<file path="src/hw/sar_params.svh">
// Constants for the serial readout of the 14-bit converter.
// Assumes inclusion by bare name from the design files.
`ifndef SAR_PARAMS_SVH
`define SAR_PARAMS_SVH

// ==========================================
// Frame layout, in falling serial clock edges
`define SAR_HOLD_EDGE 5'h06
`define SAR_MSB_EDGE 5'h08
`define SAR_LAST_SUB_EDGE 5'h17
`define SAR_LSB_EDGE 5'h15
`define SAR_FRAME_EDGES 5'h18
`define SAR_EDGE_MAX 5'h1F

// ==========================================
// Result word
`define SAR_RESULT_BITS 14
`define SAR_SUB_BITS 2
`define SAR_WORD_BITS 16
`define SAR_WORD_RESET 16'h0000
`define SAR_FIFO_DEPTH 4

`endif

</file>
<file path="src/hw/sar_pkg.sv">
// Types shared by the serial readout design.
// Assumes nothing of its surroundings.
package sar_pkg;

    // ==========================================
    // Frame sequencer states
    typedef enum logic [3:0] {
        SAR_SHUTDOWN = 4'h1,
        SAR_ACQUIRE = 4'h2,
        SAR_CONVERT = 4'h4,
        SAR_TRAIL = 4'h8
    } sar_state_t;

endpackage

</file>
<file path="src/hw/sar_readout.sv">
// Serial readout of the 14-bit converter, with its result buffer.
// Assumes chip select and serial clock arrive asynchronously on pins,
// and that the converter core pushes result words with valid/ready.
`timescale 1ns/1ps
`include "sar_params.svh"

// ==========================================
// Result buffer
module sar_fifo #(
    parameter int WIDTH = `SAR_WORD_BITS,
    parameter int DEPTH = `SAR_FIFO_DEPTH
) (
    input wire logic clk_in,
    input wire logic srst_in,
    input wire logic [WIDTH-1:0] in_data_in,
    input wire logic in_valid_in,
    output logic in_ready_out,
    output logic [WIDTH-1:0] out_data_out,
    output logic out_valid_out,
    input wire logic out_ready_in
);
    localparam int PW = (DEPTH > 1) ? $clog2(DEPTH) : 1;
    localparam int CW = $clog2(DEPTH + 1);

    logic [WIDTH-1:0] mem [DEPTH];
    logic [PW-1:0] wr_ptr;
    logic [PW-1:0] rd_ptr;
    logic [CW-1:0] count;
    logic empty;
    logic [DEPTH-1:0] wr_sel;

    // Ready is a register so the top's ready output leaves a flip-flop
    wire do_push = in_valid_in & in_ready_out;
    wire do_pop = out_ready_in & ~empty;
    wire [CW-1:0] next_count = count + CW'(do_push) - CW'(do_pop);
    wire [PW-1:0] wr_next = (wr_ptr == PW'(DEPTH - 1)) ? '0 : wr_ptr + PW'(1);
    wire [PW-1:0] rd_next = (rd_ptr == PW'(DEPTH - 1)) ? '0 : rd_ptr + PW'(1);

    assign out_valid_out = ~empty;
    assign out_data_out = mem[rd_ptr];

    // ==========================================
    // Storage, one write strobe per entry
    genvar gi;
    generate
        for (gi = 0; gi < DEPTH; gi = gi + 1)
        begin : g_wr_sel
            assign wr_sel[gi] = do_push & (wr_ptr == PW'(gi));
        end
    endgenerate

    always_ff @(posedge clk_in)
    begin
        for (int i = 0; i < DEPTH; i++)
        begin
            if (wr_sel[i])
            begin
                mem[i] <= in_data_in;
            end
        end
    end

    always_ff @(posedge clk_in)
    begin
        if (srst_in)
        begin
            wr_ptr <= '0;
            rd_ptr <= '0;
            count <= '0;
            in_ready_out <= 1'b0;
            empty <= 1'b1;
        end
        else
        begin
            wr_ptr <= do_push ? wr_next : wr_ptr;
            rd_ptr <= do_pop ? rd_next : rd_ptr;
            count <= next_count;
            in_ready_out <= (next_count != CW'(DEPTH));
            empty <= (next_count == '0);
        end
    end
endmodule // sar_fifo

// ==========================================
// Frame sequencer and shifter
module sar_readout #(
    parameter int FIFO_DEPTH = `SAR_FIFO_DEPTH
) (
    input wire logic clk_in,
    input wire logic srst_in,
    input wire logic cs_n_in,
    input wire logic sclk_in,
    input wire logic [`SAR_WORD_BITS-1:0] result_data_in,
    input wire logic result_valid_in,
    output logic result_ready_out,
    output logic dout_out,
    output logic dout_oe_out,
    output logic powered_out,
    output logic sample_hold_out,
    output logic conv_busy_out,
    output logic abort_out
);
    // ==========================================
    // Pin synchronisers
    // Two stages before any logic reads the pins
    logic cs_meta;
    logic cs_sync;
    logic sclk_meta;
    logic sclk_sync;
    logic sclk_prev;

    always_ff @(posedge clk_in)
    begin
        if (srst_in)
        begin
            cs_meta <= 1'b1;
            cs_sync <= 1'b1;
            sclk_meta <= 1'b0;
            sclk_sync <= 1'b0;
            sclk_prev <= 1'b0;
        end
        else
        begin
            cs_meta <= cs_n_in;
            cs_sync <= cs_meta;
            sclk_meta <= sclk_in;
            sclk_sync <= sclk_meta;
            sclk_prev <= sclk_sync;
        end
    end

    wire sclk_fall = sclk_prev & ~sclk_sync;

    // ==========================================
    // Decode
    sar_pkg::sar_state_t state;
    sar_pkg::sar_state_t next_state;
    logic [4:0] edge_cnt;
    logic [`SAR_WORD_BITS-1:0] shreg;

    wire [4:0] next_cnt = (edge_cnt == `SAR_EDGE_MAX) ? edge_cnt : edge_cnt + 5'h01;
    wire in_shutdown = (state == sar_pkg::SAR_SHUTDOWN);
    wire hold_edge = sclk_fall & (state == sar_pkg::SAR_ACQUIRE) & (next_cnt == `SAR_HOLD_EDGE);
    wire abort_now = cs_sync & ((state == sar_pkg::SAR_ACQUIRE) | (state == sar_pkg::SAR_CONVERT));
    wire data_edge = (next_cnt >= `SAR_MSB_EDGE) & (next_cnt <= `SAR_LAST_SUB_EDGE);
    wire fifo_valid;
    wire fifo_ready;
    wire [`SAR_WORD_BITS-1:0] fifo_data;
    // empty buffer reads as code zero
    wire [`SAR_WORD_BITS-1:0] load_word = fifo_valid ? fifo_data : `SAR_WORD_RESET;
    // Frame clear, from reset or deselect
    wire frame_clear = srst_in | cs_sync;
    // one bit order for bursts and byte reads
    wire [`SAR_WORD_BITS-1:0] next_shreg = {shreg[`SAR_WORD_BITS-2:0], 1'b0};
    wire next_dout = data_edge ? shreg[`SAR_WORD_BITS-1] : 1'b0;
    wire next_hold = (next_state == sar_pkg::SAR_CONVERT)
                   | (next_state == sar_pkg::SAR_TRAIL);
    wire next_busy = (next_state == sar_pkg::SAR_CONVERT);
    wire next_abort = abort_now & (state == sar_pkg::SAR_CONVERT);

    sar_fifo #(
        .WIDTH(`SAR_WORD_BITS),
        .DEPTH(FIFO_DEPTH)
    ) u_fifo (
        .clk_in(clk_in),
        .srst_in(srst_in),
        .in_data_in(result_data_in),
        .in_valid_in(result_valid_in),
        .in_ready_out(fifo_ready),
        .out_data_out(fifo_data),
        .out_valid_out(fifo_valid),
        .out_ready_in(hold_edge)
    );

    assign result_ready_out = fifo_ready;

    always_comb
    begin
        next_state = state;
        case (state)
            sar_pkg::SAR_SHUTDOWN:
            begin
                if (!cs_sync)
                begin
                    next_state = sar_pkg::SAR_ACQUIRE;
                end
            end
            sar_pkg::SAR_ACQUIRE:
            begin
                if (cs_sync)
                begin
                    next_state = sar_pkg::SAR_SHUTDOWN;
                end
                else if (hold_edge)
                begin
                    next_state = sar_pkg::SAR_CONVERT;
                end
            end
            sar_pkg::SAR_CONVERT:
            begin
                if (cs_sync)
                begin
                    next_state = sar_pkg::SAR_SHUTDOWN;
                end
                else if (sclk_fall && next_cnt == `SAR_LSB_EDGE)
                begin
                    next_state = sar_pkg::SAR_TRAIL;
                end
            end
            sar_pkg::SAR_TRAIL:
            begin
                if (cs_sync)
                begin
                    next_state = sar_pkg::SAR_SHUTDOWN;
                end
            end
            default:
            begin
                next_state = sar_pkg::SAR_SHUTDOWN;
            end
        endcase
    end

    // ==========================================
    // State, counter and shifter
    always_ff @(posedge clk_in)
    begin
        if (srst_in)
        begin
            state <= sar_pkg::SAR_SHUTDOWN;
        end
        else
        begin
            state <= next_state;
        end
    end

    always_ff @(posedge clk_in)
    begin
        if (frame_clear)
        begin
            edge_cnt <= 5'h00;
        end
        else if (sclk_fall)
        begin
            edge_cnt <= next_cnt;
        end
    end

    always_ff @(posedge clk_in)
    begin
        if (frame_clear)
        begin
            shreg <= `SAR_WORD_RESET;
        end
        else if (hold_edge)
        begin
            shreg <= load_word;
        end
        else if (sclk_fall && data_edge)
        begin
            shreg <= next_shreg;
        end
    end

    // ==========================================
    // Data pin and its output enable
    always_ff @(posedge clk_in)
    begin
        if (frame_clear)
        begin
            dout_out <= 1'b0;
            dout_oe_out <= 1'b0;
        end
        else if (in_shutdown)
        begin
            dout_out <= 1'b0;
            dout_oe_out <= 1'b1;
        end
        // output moves on falling edges only
        else if (sclk_fall)
        begin
            dout_out <= next_dout;
            dout_oe_out <= 1'b1;
        end
    end

    // ==========================================
    // Status outputs
    // Status follows the next state, in step with the state register
    always_ff @(posedge clk_in)
    begin
        if (srst_in)
        begin
            powered_out <= 1'b0;
            sample_hold_out <= 1'b0;
            conv_busy_out <= 1'b0;
            abort_out <= 1'b0;
        end
        else
        begin
            powered_out <= ~cs_sync;
            sample_hold_out <= next_hold;
            conv_busy_out <= next_busy;
            abort_out <= next_abort;
        end
    end
endmodule // sar_readout

</file>
<file path="config.mk">
export PLATFORM = sky130hd
export DESIGN_NAME = sar_readout
export DESIGN_NICKNAME = d
export VERILOG_FILES = /design/src/hw/sar_pkg.sv /design/src/hw/sar_readout.sv
export VERILOG_INCLUDE_DIRS = /design/src /design/src/hw
export SDC_FILE = /design/constraint.sdc
export NUM_CORES = 1
export LEC_CHECK = 0
export ABC_AREA = 1
export BUFFER_PORTS_ARGS = -buffer_cell sky130_fd_sc_hd__buf_2
export CAP_MARGIN = 25
export CORE_ASPECT_RATIO = 1.2
export CORE_MARGIN = 4
export CORE_UTILIZATION = 52
export DETAILED_ROUTE_END_ITERATION = 12
export MAX_ROUTING_LAYER = met4
export PLACE_DENSITY = 0.84
export SETUP_SLACK_MARGIN = 0.3
export SYNTH_ARGS = -nofsm -noshare
export SYNTH_HDL_FRONTEND = slang
export SYNTH_SLANG_ARGS = --single-unit
</file>
<file path="constraint.sdc">
create_clock -name clk_in -period 2.72 [get_ports clk_in]
set_input_delay 0.408 -clock clk_in [delete_from_list [all_inputs] [get_ports clk_in]]
set_output_delay 0.408 -clock clk_in [all_outputs]
set_load 0.02 [all_outputs]
</file>
==> impl_metrics.tcl <==
set metrics [dict create \
    status "finished clean" \
    core_um2 9080 \
    clock_latency_ns 0.38 \
    die_h_um 114 \
    setup_viol 0 \
    synth_compound_area_share_pct 7.27 \
    place.gp.congestion 0.800 \
    yosys.area_share.simple_pct 22.6 \
    pwr_density_cell_nw_per_um2 535 \
    skew_ns 0.0115 \
    min_period_ns 2.37 \
    power.switching_uw 690 \
    synth-warning-count 0 \
    met2_usage_pct 29.8 \
    cp.arrival_ns 2.68 \
    final_cell_mix "110 x nand2_1, 64 x edfxtp_1, 60 x nor2_1" \
    wl_per_cell_um 13.7 \
    dr.pass1.iters 5 \
    drc_errors 0 \
    grt_max_degree 63 \
    cts_tree "yes" \
    start_util_pct 53.2 \
    postPlaceCellArea_um2 5100 \
    worstMarginPinSlew_ns 0.904 \
    clock.fmax_mhz 422 \
    layout-drive-gt1-share_pct 18.4 \
    ys_seq_area_share_pct 59.2 \
    grt_usage_pct 18.1 \
    crit_path_end_kind "flip-flop" \
    cts.reportedPaths.clkPinSlew_ns 0.11 \
    p_int_mw 2.22 \
    cp.required_ns 3.03 \
    synth_fa_ha_area_share_pct 3.00 \
    ctsHoldBuffers 0 \
    syn_area_um2 4830 \
    num_rows 38 \
    clkPwrFrac_pct 31.1 \
    whs_ns 0.204 \
    clockRootBuffer "clkbuf_8" \
    cts_buffers 9 \
    die_x_um 96.0 \
    numClockSinks 111 \
    grt_pass1_vias 3297 \
    portBuffers 27 \
    grt_pass1_wl_um 14900 \
    syn_to_final_growth_pct 12.3 \
    start_kind "flip-flop" \
    io_pins 28 \
    drt_iter0_drc 128 \
    die_area_um2 10900 \
    nets 566 \
    ant_nets 0 \
    min-delay-start "cs_n_in" \
    clock_path_buffers 2 \
    cts_max_level 3 \
    path_max_fanout 3 \
    min_path_cells 2 \
    grt_antenna_before_repair 0 \
    hold_path_class "in -> reg" \
    p_leak_nw 2.39 \
    crit_start "edge_cnt[1]" \
    reg2reg_from "edge_cnt[1]" \
    p_comb_share_pct 5.8 \
    cap_violations 0 \
    syn-mean-instance-area_um2 9.71 \
    dp_slack_ns 0.200 \
    ys_ff_latch 111 \
    finalSetupTns_ns 0 \
    timing.final.ws_setup_ns 0.351 \
    vias 3396 \
    synth.distinct_cells 33 \
    synth_nets 530 \
    hold_viol_final 0 \
    pwr-share-seq_pct 63.1 \
    r2r_cells 13 \
    hpwl_um 5610 \
    synth.area.mux_share_pct 0 \
    synth_top_family_by_area "simple AND/OR/NAND/NOR gates" \
    wl_um 9020 \
    relSlewSlack_pct 39.6 \
    num_antenna_cells 0 \
    overflow 0 \
    netlist_instances 498 \
    rsz0062_at_grt "yes" \
    synth_xor_area_share_pct 0.362 \
    fin_area_um2 5430 \
    via_per_inst 5.15 \
    swShare_pct 23.7 \
    final_common_cell "nand2_1" \
    period_share_pct 87.1 \
    grt_busiest_layer "met2" \
    ir_drop_v 0.000532 \
    worstSetupPathType "reg -> reg" \
    grtUsageMet3_pct 4.22 \
    maxSlewViolCount 0 \
    met1_usage_pct 21.1 \
]
[cells in the mapped netlist, drive strengths merged]
master,number,area (um2)
nand4,19,119
o221ai,1,8.76
or2,2,12.5
o22ai,1,6.26
fa,1,20.0
clkbuf,13,48.8
xor2,2,17.5
a31oi,1,6.26
a21boi,1,7.51
nand2,114,438
a211oi,3,22.5
nand3b,15,113
a21oi,8,40.0
nor3,4,20.0
edfxtp,64,1920
inv,68,255
ha,10,125
o211ai,30,225
buf,8,61.3
nor2,69,310
o21ai,7,35.0
nand3,10,80.1
dfxtp,47,941
[timing repair]
action                     4_1_cts  5_1_grt
gates resized for setup         17        5
setup endpoints to repair        3        3
pin swaps                       11       10
setup buffers                    7        3
[registers in the layout (all words and copies together) (netlist names), 2 cells and up, named ones only]
signal / cells
shreg: 16
edge_cnt: 5
u_fifo.rd_ptr: 2
u_fifo.count: 3
u_fifo.mem: 64
state: 4
u_fifo.wr_ptr: 2
[routing by layer]
layer	wire [um]	up-vias
met5	0	-
met4	199	0
met3	474	16
met2	4570	91
met1	3770	1563
li1	-	1726
[per-stage QoR]
stage | utilization (%) | cells | power [mW]
2_1_floorplan | - | 498 | 1.97
3_3_place_gp | 56.1 | 633 | 2.02
3_5_place_dp | 56.1 | 633 | 2.03
4_1_cts | 59.4 | 656 | 2.92
5_1_grt | 59.8 | 659 | 3.03
6_report | 59.8 | 659 | 2.91
[critical path, stage by stage, from the launching register on]
cell and delay [ns]:
dfxtp_4 0.37, buf_4 0.14, nand4_1 0.19, nand3_4 0.15, nor2_8 0.15, nand3_4 0.09, inv_4 0.07, ha_4 0.19
inv_2 0.06, ha_4 0.12, inv_2 0.03, fa_2 0.52, nor2_1 0.06, nor3_1 0.18
[path summary, 6_finish.rpt]
kind                       end  slack, ns
hold / removal         cs_meta       0.20
setup reg to reg  u_fifo.empty       0.35
hold reg to reg      sclk_sync       0.41
setup / recovery  u_fifo.empty       0.35
[kinds of logic after synthesis]
logic type / Yosys count
XOR/XNOR: 2
adder cells (fa/ha/maj): 11
buffers and inverters: 89
AND/OR/NAND/NOR: 233
AO/OA/AOI/OAI: 52
flip-flops: 111
[power groups by stage]
stage	combinational [mW]	sequential (mW)	clock (mW)
after floorplan	0.0920	1.87	0
after global placement	0.151	1.87	0
after detailed placement	0.158	1.87	0
after CTS	0.166	1.83	0.923
after global routing	0.191	1.84	0.999
final	0.169	1.83	0.903
[area by class of cell]
class | instances | area [um2]
inverters | 68 | 258
fillers | 711 | 3650
repair buffers | 46 | 278
multi-input cells | 298 | 1690
flip-flops and latches | 111 | 2870
clock inverters | 7 | 57.6
well taps | 120 | 150
clock buffers | 9 | 124
Power figures use the tool's default switching activity.
